File: src/include/ssp_consts.svh
/*
  constants of the serial port control block: register indexes, field positions,
  mode codes and timing figures. assumes a 100 MHz pclk.
*/
`ifndef SSP_CONSTS_SVH
`define SSP_CONSTS_SVH

// register indexes; byte address is four times the index
`define IDX_BUF       12'h18c
`define IDX_CON1      12'h190
`define IDX_CON2      12'h191
`define IDX_CON3      12'h192
`define IDX_STAT      12'h193
`define IDX_IRQ_STAT  12'h194
`define IDX_IRQ_MASK  12'h195

`define RST_BYTE      8'h00
`define RST_NIB       4'h0

// control one fields
`define C1_WCOL       7
`define C1_OVF        6
`define C1_EN         5
`define C1_CKR        4

// control two fields
`define C2_GCEN       7
`define C2_ACKSTAT    6
`define C2_ACK_DATA_VALUE      5
`define C2_ACKEN      4
`define C2_RCEN       3
`define C2_PEN        2
`define C2_RSEN       1
`define C2_SEN        0

// control three fields
`define C3_ACK_PHASE_STATUS     7
`define C3_PCIE       6
`define C3_START_IRQ_ENABLE       5
`define C3_BUFFER_OVERWRITE_ENABLE       4
`define C3_DATA_HOLD_SELECT      3
`define C3_SLAVE_COLLISION_DETECT_ENABLE      2
`define C3_ADDRESS_STRETCH_ENABLE       1
`define C3_DATA_STRETCH_ENABLE       0

// interrupt status bits
`define IRQ_START     0
`define IRQ_STOP      1
`define IRQ_BYTE      2
`define IRQ_COLL      3

// mode codes
`define MODE_SL10_SS  4'hf
`define MODE_SL7_SS   4'he
`define MODE_SL10     4'h7
`define MODE_SL7      4'h6
`define MODE_MST      4'h8
`define MODE_MST_FW   4'hb

// bit counts
`define BITS_BYTE     4'h8
`define BITS_ACK      4'h9
`define SPI_LAST      3'h7

// timing
`define CLK_NS        10
`define HOLD_LONG_NS  300
`define HOLD_SHORT_NS 100
`define PHASE_NS      5000
`define HOLD_LONG_CYC  ((`HOLD_LONG_NS + `CLK_NS - 1) / `CLK_NS)
`define HOLD_SHORT_CYC ((`HOLD_SHORT_NS + `CLK_NS - 1) / `CLK_NS)
`define PHASE_CYC      (`PHASE_NS / `CLK_NS)

`endif

File: src/include/ssp_pkg.sv
/*
  types of the serial port control block.
  assumes nothing of its surroundings.
*/
package ssp_pkg;

  typedef enum logic [1:0] {
    M_IDLE   = 2'b00,
    M_START  = 2'b01,
    M_ACK_LO = 2'b11,
    M_ACK_HI = 2'b10
  } mst_state_t;

endpackage : ssp_pkg

File: src/core/ssp_pin_sync.sv
/*
  three-flop synchroniser with agreement filter for pins.
  assumes pins are asynchronous to pclk.
*/
`timescale 1ns/1ps
module ssp_pin_sync import ssp_pkg::*; #(
  parameter int W = 4
) (
  // clock and reset
  input  wire logic         pclk,
  input  wire logic         presetn,
  // pins in, filtered levels out
  input  wire logic [W-1:0] pin,
  output logic      [W-1:0] lvl
);

  genvar i;
  generate
    for (i = 0; i < W; i++) begin : g_bit
      logic s1_r;
      logic s2_r;
      logic s3_r;
      logic lvl_r;
      // first stage feeds only the second
      always_ff @(posedge pclk or negedge presetn) begin
        if (!presetn) begin
          s1_r  <= 1'b1;
          s2_r  <= 1'b1;
          s3_r  <= 1'b1;
          lvl_r <= 1'b1;
        end else begin
          s1_r <= pin[i];
          s2_r <= s1_r;
          s3_r <= s2_r;
          if (s2_r == s3_r) begin
            lvl_r <= s3_r;
          end
        end
      end
      assign lvl[i] = lvl_r;
    end
  endgenerate

endmodule : ssp_pin_sync

File: src/core/ssp_hold_timer.sv
/*
  data-line hold timer: a pulse after the selected hold time.
  assumes start is a one-cycle pulse on a falling clock edge of the bus.
*/
`timescale 1ns/1ps
module ssp_hold_timer import ssp_pkg::*; #(
  parameter int LONG_CYC  = 30,
  parameter int SHORT_CYC = 10
) (
  // clock and reset
  input  wire logic pclk,
  input  wire logic presetn,
  // control
  input  wire logic start,
  input  wire logic long_sel,
  output logic      done
);

  logic [5:0] cnt_r;
  wire  [5:0] load_val = long_sel ? 6'(LONG_CYC) : 6'(SHORT_CYC);

  always_ff @(posedge pclk or negedge presetn) begin
    if (!presetn) begin
      cnt_r <= 6'h00;
    end else if (start) begin
      cnt_r <= load_val;
    end else if (cnt_r != 6'h00) begin
      cnt_r <= cnt_r - 6'h01;
    end
  end

  // a retrigger restarts the count, so the newest edge always gets the full hold
  assign done = (cnt_r == 6'h01);

endmodule : ssp_hold_timer

File: src/core/ssp_ctrl.sv
/*
  serial port core: APB registers, I2C slave byte engine with clock stretch,
  I2C master start and acknowledge sequencer, SPI receive and interrupts.
  assumes open-drain bus pins resolved outside and a 100 MHz pclk.
*/
// Function
// - start request makes start, then self-clears
// - master acknowledge drives the ack data value
// - busy engine refuses requests and buffer writes
// - ack phase status set at eighth fall when address or data hold is on
// - ack phase status cleared at ninth rise
// - ack phase status idle outside slave mode
// - stop interrupt when enabled outside two modes
// - start interrupt when enabled outside two modes
// - spi overwrite always stores, still flags overflow
// - spi no overwrite keeps buffer, flags overflow
// - i2c overwrite stores every byte
// - i2c no overwrite stores only without overflow
// - hold select sets data hold time
// - slave collision detect only in slave mode
// - address hold clears clock release
// - data hold clears clock release
// - clock release low stretches bus clock in slave mode
`timescale 1ns/1ps
`include "ssp_consts.svh"
module ssp_ctrl import ssp_pkg::*; #(
  parameter int PHASE_CYC = `PHASE_CYC
) (
  // clock and reset
  input  wire logic        pclk,
  input  wire logic        presetn,
  // apb slave
  input  wire logic        psel,
  input  wire logic        penable,
  input  wire logic        pwrite,
  input  wire logic [13:0] paddr,
  input  wire logic [31:0] pwdata,
  output logic      [31:0] prdata,
  output logic             pready,
  output logic             pslverr,
  // interrupt
  output logic             irq,
  // i2c pins, enables active low
  input  wire logic        serial_clock_line_in,
  output logic             serial_clock_line_out,
  output logic             serial_clock_line_oe_n,
  input  wire logic        serial_data_line_in,
  output logic             serial_data_line_out,
  output logic             serial_data_line_oe_n,
  // spi pins
  input  wire logic        spi_sck,
  input  wire logic        spi_sdi,
  output logic             spi_sdo
);

  function automatic logic is_slave(input logic [3:0] m);
    return (m == `MODE_SL10_SS) || (m == `MODE_SL7_SS) || (m == `MODE_SL10) || (m == `MODE_SL7);
  endfunction : is_slave

  function automatic logic is_master(input logic [3:0] m);
    return (m == `MODE_MST) || (m == `MODE_MST_FW);
  endfunction : is_master

  // registers
  logic [7:0] buf_r;
  logic       wcol_r, ovf_r, en_r, ckr_r, full_r;
  logic [3:0] mode_r;
  logic       gcen_r, ackstat_r, ack_data_value_r, acken_r, rcen_r, pen_r, rsen_r, sen_r;
  logic       ack_phase_r;
  logic [6:0] con3_r;
  logic [3:0] irq_stat_r, irq_mask_r;
  logic [7:0] prdata_r;
  logic       pslverr_r;

  // pins
  logic [3:0] lvl;
  logic       scl_q_r, sda_q_r, sck_q_r;
  ssp_pin_sync #(.W(4)) u_sync (
    .pclk    (pclk),
    .presetn (presetn),
    .pin     ({spi_sdi, spi_sck, serial_data_line_in, serial_clock_line_in}),
    .lvl     (lvl)
  );
  wire scl      = lvl[0];
  wire sda      = lvl[1];
  wire sck      = lvl[2];
  wire sdi      = lvl[3];
  wire scl_rise = scl & ~scl_q_r;
  wire scl_fall = ~scl & scl_q_r;
  wire sck_rise = sck & ~sck_q_r;
  wire sck_fall = ~sck & sck_q_r;
  wire start_det = scl & scl_q_r & sda_q_r & ~sda;
  wire stop_det  = scl & scl_q_r & ~sda_q_r & sda;

  // mode decode
  wire slave_m  = en_r & is_slave(mode_r);
  wire master_m = en_r & is_master(mode_r);
  wire spi_m    = en_r & ~is_slave(mode_r) & ~is_master(mode_r);
  wire i2c_m    = slave_m | master_m;
  wire ss_mode  = (mode_r == `MODE_SL10_SS) || (mode_r == `MODE_SL10);
  wire buffer_overwrite_enable     = con3_r[`C3_BUFFER_OVERWRITE_ENABLE];
  wire data_hold_select    = con3_r[`C3_DATA_HOLD_SELECT];
  wire address_stretch_enable     = con3_r[`C3_ADDRESS_STRETCH_ENABLE];
  wire data_stretch_enable     = con3_r[`C3_DATA_STRETCH_ENABLE];

  // apb decode; the bus never waits, read data is captured in the setup cycle
  wire [11:0] idx    = paddr[13:2];
  wire        setup  = psel & ~penable;
  wire        access = psel & penable;
  wire        wr     = access & pwrite;
  wire        rd     = access & ~pwrite;
  wire        hit_buf = (idx == `IDX_BUF);
  wire        hit_c1  = (idx == `IDX_CON1);
  wire        hit_c2  = (idx == `IDX_CON2);
  wire        hit_c3  = (idx == `IDX_CON3);
  wire        hit_st  = (idx == `IDX_STAT);
  wire        hit_is  = (idx == `IDX_IRQ_STAT);
  wire        hit_im  = (idx == `IDX_IRQ_MASK);
  wire        mapped  = hit_buf | hit_c1 | hit_c2 | hit_c3 | hit_st | hit_is | hit_im;

  mst_state_t mst_r, mst_nxt;
  logic [9:0] ph_cnt_r;
  wire        active = (mst_r != M_IDLE);
  wire        ph_end = (ph_cnt_r == 10'(PHASE_CYC - 1));

  wire [7:0] rd_c1 = {wcol_r, ovf_r, en_r, ckr_r, mode_r};
  wire [7:0] rd_c2 = {gcen_r, ackstat_r, ack_data_value_r, acken_r, rcen_r, pen_r, rsen_r, sen_r};
  wire [7:0] rd_c3 = {ack_phase_r, con3_r};
  logic      in_frame_r, rd_mode_r;
  wire [7:0] rd_st = {4'h0, rd_mode_r, active, in_frame_r, full_r};
  wire [7:0] rd_mux = hit_buf ? buf_r : hit_c1 ? rd_c1 : hit_c2 ? rd_c2 : hit_c3 ? rd_c3 :
                      hit_st ? rd_st : hit_is ? {4'h0, irq_stat_r} :
                      hit_im ? {4'h0, irq_mask_r} : `RST_BYTE;

  always_ff @(posedge pclk or negedge presetn) begin
    if (!presetn) begin
      prdata_r  <= `RST_BYTE;
      pslverr_r <= 1'b0;
    end else if (setup) begin
      prdata_r  <= rd_mux;
      pslverr_r <= ~mapped;
    end
  end
  assign prdata  = {24'h000000, prdata_r};
  assign pready  = 1'b1;
  assign pslverr = pslverr_r;

  // i2c slave byte engine
  logic [3:0] bit_cnt_r;
  logic [7:0] rx_sh_r, tx_sh_r;
  logic       addr_ph_r, pend_low_r, sda_low_r, hold_done;
  wire        rd_data = rd_mode_r & ~addr_ph_r;
  wire        fall8   = slave_m & in_frame_r & scl_fall & (bit_cnt_r == `BITS_BYTE);
  wire        fall9   = slave_m & in_frame_r & scl_fall & (bit_cnt_r == `BITS_ACK);
  wire        rise9   = slave_m & in_frame_r & scl_rise & (bit_cnt_r == `BITS_BYTE);
  wire        rise_bit = slave_m & in_frame_r & scl_rise & (bit_cnt_r < `BITS_BYTE);
  wire        fall_any = slave_m & in_frame_r & scl_fall;
  wire        stretch  = fall8 & ((addr_ph_r & address_stretch_enable) | (~addr_ph_r & data_stretch_enable));
  wire        i2c_store = fall8 & ~rd_data;
  wire        coll_ev = rise_bit & rd_data & ~pend_low_r & ~sda & con3_r[`C3_SLAVE_COLLISION_DETECT_ENABLE];

  ssp_hold_timer #(.LONG_CYC(`HOLD_LONG_CYC), .SHORT_CYC(`HOLD_SHORT_CYC)) u_hold (
    .pclk     (pclk),
    .presetn  (presetn),
    .start    (fall_any),
    .long_sel (data_hold_select),
    .done     (hold_done)
  );

  always_ff @(posedge pclk or negedge presetn) begin
    if (!presetn) begin
      scl_q_r <= 1'b1;
      sda_q_r <= 1'b1;
      // matches the synchroniser's reset level, so no false rising edge follows reset
      sck_q_r <= 1'b1;
    end else begin
      scl_q_r <= scl;
      sda_q_r <= sda;
      sck_q_r <= sck;
    end
  end

  always_ff @(posedge pclk or negedge presetn) begin
    if (!presetn) begin
      in_frame_r <= 1'b0;
      bit_cnt_r  <= `RST_NIB;
      addr_ph_r  <= 1'b0;
      rd_mode_r  <= 1'b0;
      rx_sh_r    <= `RST_BYTE;
      tx_sh_r    <= `RST_BYTE;
      pend_low_r <= 1'b0;
      sda_low_r  <= 1'b0;
    end else if (!slave_m || start_det || stop_det) begin
      in_frame_r <= slave_m & start_det;
      bit_cnt_r  <= `RST_NIB;
      addr_ph_r  <= 1'b1;
      rd_mode_r  <= 1'b0;
      pend_low_r <= 1'b0;
      sda_low_r  <= 1'b0;
    end else begin
      if (rise_bit) begin
        rx_sh_r   <= {rx_sh_r[6:0], sda};
        tx_sh_r   <= {tx_sh_r[6:0], 1'b0};
        bit_cnt_r <= bit_cnt_r + 4'h1;
      end
      if (rise9) begin
        bit_cnt_r <= `BITS_ACK;
      end
      if (fall8) begin
        pend_low_r <= ~rd_data;
        if (addr_ph_r) begin
          rd_mode_r <= rx_sh_r[0];
        end
      end else if (fall9) begin
        bit_cnt_r  <= `RST_NIB;
        addr_ph_r  <= 1'b0;
        tx_sh_r    <= buf_r;
        pend_low_r <= rd_mode_r & ~buf_r[7];
      end else if (fall_any) begin
        pend_low_r <= rd_data & ~tx_sh_r[7];
      end
      // data line changes only once the hold after the falling edge has passed
      if (hold_done) begin
        sda_low_r <= pend_low_r;
      end
    end
  end

  // spi receive and transmit shifters
  logic [2:0] spi_cnt_r;
  logic [6:0] spi_sh_r;
  logic [7:0] spi_tx_r;
  wire        spi_done = spi_m & sck_rise & (spi_cnt_r == `SPI_LAST);
  wire [7:0]  spi_byte = {spi_sh_r, sdi};

  always_ff @(posedge pclk or negedge presetn) begin
    if (!presetn) begin
      spi_cnt_r <= 3'h0;
      spi_sh_r  <= 7'h00;
    end else if (!spi_m) begin
      spi_cnt_r <= 3'h0;
    end else if (sck_rise) begin
      spi_sh_r  <= spi_byte[6:0];
      spi_cnt_r <= spi_cnt_r + 3'h1;
    end
  end

  // buffer, full and overflow; the byte is stored according to the overwrite policy
  wire buf_wr   = wr & hit_buf & ~active;
  wire i2c_take = i2c_store & (buffer_overwrite_enable | ~ovf_r);
  wire spi_take = spi_done & (buffer_overwrite_enable | ~full_r);
  wire ovf_set  = (i2c_store | spi_done) & full_r;
  wire wcol_set = wr & hit_buf & active;
  wire full_set = i2c_store | spi_done;

  always_ff @(posedge pclk or negedge presetn) begin
    if (!presetn) begin
      buf_r    <= `RST_BYTE;
      spi_tx_r <= `RST_BYTE;
    end else begin
      if (buf_wr) begin
        buf_r    <= pwdata[7:0];
        spi_tx_r <= pwdata[7:0];
      end else if (i2c_take) begin
        buf_r <= rx_sh_r;
      end else if (spi_take) begin
        buf_r <= spi_byte;
      end else if (spi_m && sck_fall) begin
        spi_tx_r <= {spi_tx_r[6:0], 1'b0};
      end
    end
  end
  assign spi_sdo = spi_tx_r[7];

  // control one; hardware sets win over software clears
  always_ff @(posedge pclk or negedge presetn) begin
    if (!presetn) begin
      wcol_r <= 1'b0;
      ovf_r  <= 1'b0;
      full_r <= 1'b0;
      en_r   <= 1'b0;
      ckr_r  <= 1'b0;
      mode_r <= `RST_NIB;
    end else begin
      wcol_r <= wcol_set | ((wr & hit_c1) ? pwdata[`C1_WCOL] : wcol_r);
      ovf_r  <= ovf_set | ((wr & hit_c1) ? pwdata[`C1_OVF] : ovf_r);
      full_r <= full_set | (full_r & ~(rd & hit_buf));
      if (wr && hit_c1) begin
        en_r   <= pwdata[`C1_EN];
        mode_r <= pwdata[3:0];
      end
      // the stretch beats a software release in the same cycle
      if (stretch) begin
        ckr_r <= 1'b0;
      end else if (wr && hit_c1) begin
        ckr_r <= pwdata[`C1_CKR];
      end
    end
  end

  // control two; requests refused while the engine runs
  wire c2_wr   = wr & hit_c2;
  wire c2_req  = c2_wr & ~active;
  wire sen_clr = (mst_r == M_START) & ph_end;
  wire ack_clr = (mst_r == M_ACK_HI) & ph_end;

  always_ff @(posedge pclk or negedge presetn) begin
    if (!presetn) begin
      gcen_r    <= 1'b0;
      ackstat_r <= 1'b0;
      ack_data_value_r   <= 1'b0;
      acken_r   <= 1'b0;
      rcen_r    <= 1'b0;
      pen_r     <= 1'b0;
      rsen_r    <= 1'b0;
      sen_r     <= 1'b0;
    end else begin
      if (c2_wr) begin
        gcen_r    <= pwdata[`C2_GCEN];
        ackstat_r <= pwdata[`C2_ACKSTAT];
        ack_data_value_r   <= pwdata[`C2_ACK_DATA_VALUE];
      end
      if (c2_req) begin
        rcen_r <= pwdata[`C2_RCEN];
        pen_r  <= pwdata[`C2_PEN];
        rsen_r <= pwdata[`C2_RSEN];
      end
      acken_r <= ack_clr ? 1'b0 : (c2_req ? pwdata[`C2_ACKEN] : acken_r);
      sen_r   <= sen_clr ? 1'b0 : (c2_req ? pwdata[`C2_SEN] : sen_r);
    end
  end

  // control three; the status bit is never taken from the bus
  always_ff @(posedge pclk or negedge presetn) begin
    if (!presetn) begin
      con3_r      <= 7'h00;
      ack_phase_r <= 1'b0;
    end else begin
      if (wr && hit_c3) begin
        con3_r <= pwdata[6:0];
      end
      if (!slave_m) begin
        ack_phase_r <= 1'b0;
      end else if (fall8 && (address_stretch_enable || data_stretch_enable)) begin
        ack_phase_r <= 1'b1;
      end else if (rise9 || start_det || stop_det) begin
        ack_phase_r <= 1'b0;
      end
    end
  end

  // master start and acknowledge sequencer
  logic mscl_hold_r;
  wire  [9:0] hold_cyc = data_hold_select ? 10'(`HOLD_LONG_CYC) : 10'(`HOLD_SHORT_CYC);

  always_comb begin
    mst_nxt = mst_r;
    unique case (mst_r)
      M_IDLE:   if (master_m && sen_r) mst_nxt = M_START;
                else if (master_m && acken_r) mst_nxt = M_ACK_LO;
      M_START:  if (ph_end) mst_nxt = M_IDLE;
      M_ACK_LO: if (ph_end) mst_nxt = M_ACK_HI;
      M_ACK_HI: if (ph_end) mst_nxt = M_IDLE;
    endcase
  end

  always_ff @(posedge pclk or negedge presetn) begin
    if (!presetn) begin
      mst_r       <= M_IDLE;
      ph_cnt_r    <= 10'h000;
      mscl_hold_r <= 1'b0;
    end else begin
      mst_r       <= master_m ? mst_nxt : M_IDLE;
      ph_cnt_r    <= (mst_nxt != mst_r || !master_m) ? 10'h000 : ph_cnt_r + 10'h001;
      mscl_hold_r <= master_m & (mscl_hold_r | sen_clr);
    end
  end

  // pin drive; a zero clock release stretches the bus clock in slave mode
  wire m_sda_low = (mst_r == M_START)
                 | ((mst_r == M_ACK_LO) & (ph_cnt_r >= hold_cyc) & ~ack_data_value_r)
                 | ((mst_r == M_ACK_HI) & ~ack_data_value_r);
  wire m_scl_low = (mst_r == M_ACK_LO) | ((mst_r == M_IDLE) & mscl_hold_r);
  wire scl_low   = (slave_m & ~ckr_r) | m_scl_low;
  wire sda_low   = (slave_m & sda_low_r) | m_sda_low;

  assign serial_clock_line_out  = 1'b0;
  assign serial_clock_line_oe_n = ~scl_low;
  assign serial_data_line_out   = 1'b0;
  assign serial_data_line_oe_n  = ~sda_low;

  // interrupts; MODE_SL10_SS and MODE_SL10 ignore the enables, MODE_SL7_SS does not
  wire start_en = ss_mode | con3_r[`C3_START_IRQ_ENABLE];
  wire stop_en  = ss_mode | con3_r[`C3_PCIE];
  wire [3:0] irq_ev;
  assign irq_ev[`IRQ_START] = i2c_m & start_det & start_en;
  assign irq_ev[`IRQ_STOP]  = i2c_m & stop_det & stop_en;
  assign irq_ev[`IRQ_BYTE]  = fall8 | spi_done;
  assign irq_ev[`IRQ_COLL]  = coll_ev;
  wire [3:0] irq_w1c = (wr & hit_is) ? pwdata[3:0] : `RST_NIB;

  always_ff @(posedge pclk or negedge presetn) begin
    if (!presetn) begin
      irq_stat_r <= `RST_NIB;
      irq_mask_r <= `RST_NIB;
    end else begin
      irq_stat_r <= irq_ev | (irq_stat_r & ~irq_w1c);
      if (wr && hit_im) begin
        irq_mask_r <= pwdata[3:0];
      end
    end
  end
  assign irq = |(irq_stat_r & irq_mask_r);
endmodule : ssp_ctrl

File: config.mk
export PLATFORM = sky130hd
export DESIGN_NAME = ssp_ctrl
export DESIGN_NICKNAME = d
export VERILOG_FILES = /design/src/include/ssp_pkg.sv /design/src/core/ssp_pin_sync.sv /design/src/core/ssp_hold_timer.sv /design/src/core/ssp_ctrl.sv
export VERILOG_INCLUDE_DIRS = /design/src /design/src/include
export SDC_FILE = /design/constraint.sdc
export NUM_CORES = 1
export LEC_CHECK = 0
export CORE_ASPECT_RATIO = 1.75
export CORE_MARGIN = 2
export CORE_UTILIZATION = 50
export DETAILED_ROUTE_END_ITERATION = 8
export DONT_BUFFER_PORTS = 1
export PLACE_DENSITY = 0.65
export SYNTH_ARGS = -nofsm -noshare
export SYNTH_HDL_FRONTEND = slang
export SYNTH_SLANG_ARGS = --single-unit
File: constraint.sdc
create_clock -name pclk -period 5.4 [get_ports pclk]
set_input_delay 0.27 -clock pclk [delete_from_list [all_inputs] [get_ports pclk]]
set_output_delay 0.27 -clock pclk [all_outputs]
set_load 0.01 [all_outputs]
==> impl_metrics.json <==
{
  "grt_pass1_wl_um": 26230,
  "drtPass1Iterations": 5,
  "grt_overflow": 0,
  "clock_sinks": 131,
  "root_buffer": "clkbuf_16",
  "drive_gt1_share_pct": 15.45,
  "htree_levels": 4,
  "place_inst": 787,
  "peakVddDrop_v": 0.0001835,
  "cpLargestDelayFamily": "simple AND/OR/NAND/NOR gates",
  "hold_depth": 1,
  "wl_um": 16610,
  "total_power_mw": 2.382,
  "synth_top_cell_by_area": "dfrtp_1",
  "finalCritPeriodShare_pct": 46.26,
  "setup-tns-final_ns": 0,
  "fin_skew_ns": 0.009084,
  "final_cells": 835,
  "r2r_start": "mode_r[1]",
  "hold_start": "pwdata[0]",
  "synth_top_area_share_pct": 41.03,
  "synth_ff_type": "dfrtp_1",
  "avgSynthCellArea_um2": 10.77,
  "p_per_area_nw_per_um2": 314.2,
  "cts_buffers": 17,
  "wl_per_cell_um": 19.89,
  "p_sw_share_pct": 24.58,
  "p_leak_nw": 3.207,
  "dieArea_um2": 14650,
  "r2r_setup_slack_ns": 2.90,
  "fin_area_um2": 7582,
  "worstMarginPinSlew_ns": 0.9121,
  "fmax_mhz": 400.3,
  "pin_count": 95,
  "start_util_pct": 51.04,
  "die_h_um": 158.6,
  "initialDrtViolationCount": 263,
  "gp_congestion": 0.8400,
  "hold_path.class": "in2reg",
  "drv_slew": 0,
  "hold_slack_ns": 0.007140,
  "rows": 56,
  "path_clk_slew_ns": 0.06,
  "dp_hpwl_um": 11840,
  "crit_slowest_cell": "dfrtp_1",
  "outcome": "complete, no violations",
  "ys_seq_elements": 131,
  "coreArea_um2": 13380,
  "critPathMaxFanout": 14,
  "synth_cell_type_count": 85,
  "cp_num_buf_inv": 0,
  "regArea_um2": 3302,
  "multiInputGateArea_um2": 3253,
  "layout_setup_ws_ns": 2.902,
  "reg2reg_depth": 5,
  "clockPowerShare_pct": 46.1,
  "cts_tree": "done",
  "drc_errors": 0,
  "placed_area_um2": 6837,
  "cts_setup_buffers": 0,
  "r2r_end": "buf_r[0]",
  "start_kind": "flop",
  "antenna_found_initial": 1,
  "yosysWarnings": 0,
  "die-width_um": 92.35,
  "synthCells": 634,
  "netlist_area_um2": 6830,
  "dp_worst_setup_slack_ns": 2.909,
  "relSlewSlack_pct": 39.13,
  "hold_viol": 0,
  "nets": 718,
  "clk_latency_ns": 0.41,
  "finalSetupViolCount": 0,
  "fin_crit_ns": 2.498,
  "fillers": 1169,
  "holdPathEnd": "con3_r[0]",
  "vias": 4921,
  "arrival_ns": 2.81,
  "crit_type": "reg2reg",
  "portBuffers": 0,
  "p_seq_share_pct": 43.9,
  "synth-seq-area-share_pct": 48.34,
  "path_cells": "nand3_4 -> nor2_1 -> nand3_1 -> nor3b_2 -> o41ai_2",
  "critPathMaxStageDelay_ns": 0.58,
  "switchingPower_mw": 0.5855,
  "first_global_vias": 4925,
  "max_cap_viol_count": 0,
  "ys_top_cells_by_area": "dfrtp_1 (41%), dfstp_2 (7.3%), nand2_1 (3.5%)",
  "end_kind": "flop",
  "syn_to_final_growth_pct": 11.01,
  "cts_buffer_depth": 2,
  "postRouteAntennaNets": 0,
  "cp.required_ns": 5.71,
  "groute.usage.overall_pct": 23.64,
  "synthArstFlopShare_pct": 100.0,
  "p_int_mw": 1.797,
  "pwr-share-comb_pct": 9.9,
  "synth-edff-count": 0,
  "fin_util_pct": 56.66,
  "grt_start_max_net_pins": 132,
  "vias_per_cell": 5.893,
  "grt_setup_unrepaired": "no"
}
timing repair:
item,4_1_cts,5_1_grt
endpoints found under the hold margin,148,2
hold buffers,13,2
gates resized for setup,0,0
how the worst max path moves through the flow:
stage	startpoint	endpoint	depth (start not counted)
6_report	mode_r[1]	buf_r[0]	5
2_1_floorplan	mode_r[1]	buf_r[7]	7
4_1_cts	mode_r[1]	buf_r[0]	5
3_5_place_dp	mode_r[1]	buf_r[0]	5
3_3_place_gp	mode_r[1]	buf_r[0]	5
5_1_grt	mode_r[1]	buf_r[0]	5
sequential cells by signal, indices dropped and copies added (netlist names), 7 cells and up:
register  cells
rx_sh_r       8
spi_tx_r      8
tx_sh_r       8
spi_sh_r      7
buf_r         8
con3_r        7
ph_cnt_r     10
prdata_r      8
power by group through the flow:
stage	Clock [mW]	Sequential [mW]	Combinational, mW
floorplan	0	1.06	0.189
detailed placement	0	1.06	0.203
global placement	0	1.06	0.191
CTS	1.11	1.05	0.240
finish	1.10	1.05	0.236
global route	1.16	1.05	0.275
synth_stat cells, drive strengths merged (6+ instances only):
cell type,count
a211oi,13
a21oi,30
a22o,9
a31oi,13
and2,8
buf,39
clkbuf,8
dfrtp,112
dfstp,19
ha,16
inv,15
mux2,29
mux2i,14
nand2,65
nand2b,10
nand3,12
nand3b,6
nor2,42
nor2b,13
nor3,17
o21a,10
o21ai,19
o21bai,8
o22a,13
xnor2,7
xor2,7
cells in the final DEF (no fill, tap or decap), drive strengths merged, types with 16 or more instances in the layout:
master,netlist,layout
ha,16,16
conb,2,27
dfrtp,112,112
o21ai,19,19
dfstp,19,19
clkbuf,8,26
a21oi,30,30
nor2,42,42
mux2,29,29
nor3,17,17
nand2,65,65
kinds of logic (layout without fill, tap and decap cells):
logic type,after synthesis,in the layout,share of synthesized area [%]
compound gates,150,150,15.68
xor+xnor,14,14,1.795
fa+ha+maj,20,20,3.517
buf+inv,62,63,5.496
flops,131,131,48.34
mux,43,43,6.833
other cells,2,28,0.1100
simple gates,212,212,18.23
metal layers:
| metal | share of wire, % | global-route usage, % | vias to the layer above |
|---|---|---|---|
| met4 | 3.7 | 10.80 | 0 |
| li1 | - | - | 2275 |
| met5 | 0 | 0 | - |
| met1 | 37 | 25.95 | 2477 |
| met3 | 4.6 | 5.301 | 36 |
| met2 | 55 | 43.10 | 133 |
final cells by class:
class	count	area share (%)
clock buffer	26	7.013
clock inverter	6	0.5776
tap	174	2.871
sequential	131	43.55
timing repair buffer	16	2.310
inverter	15	0.7426
antenna	1	0.03300
multi-input combinational	466	42.90
Note: power is estimated with default switching activity, not from simulation.
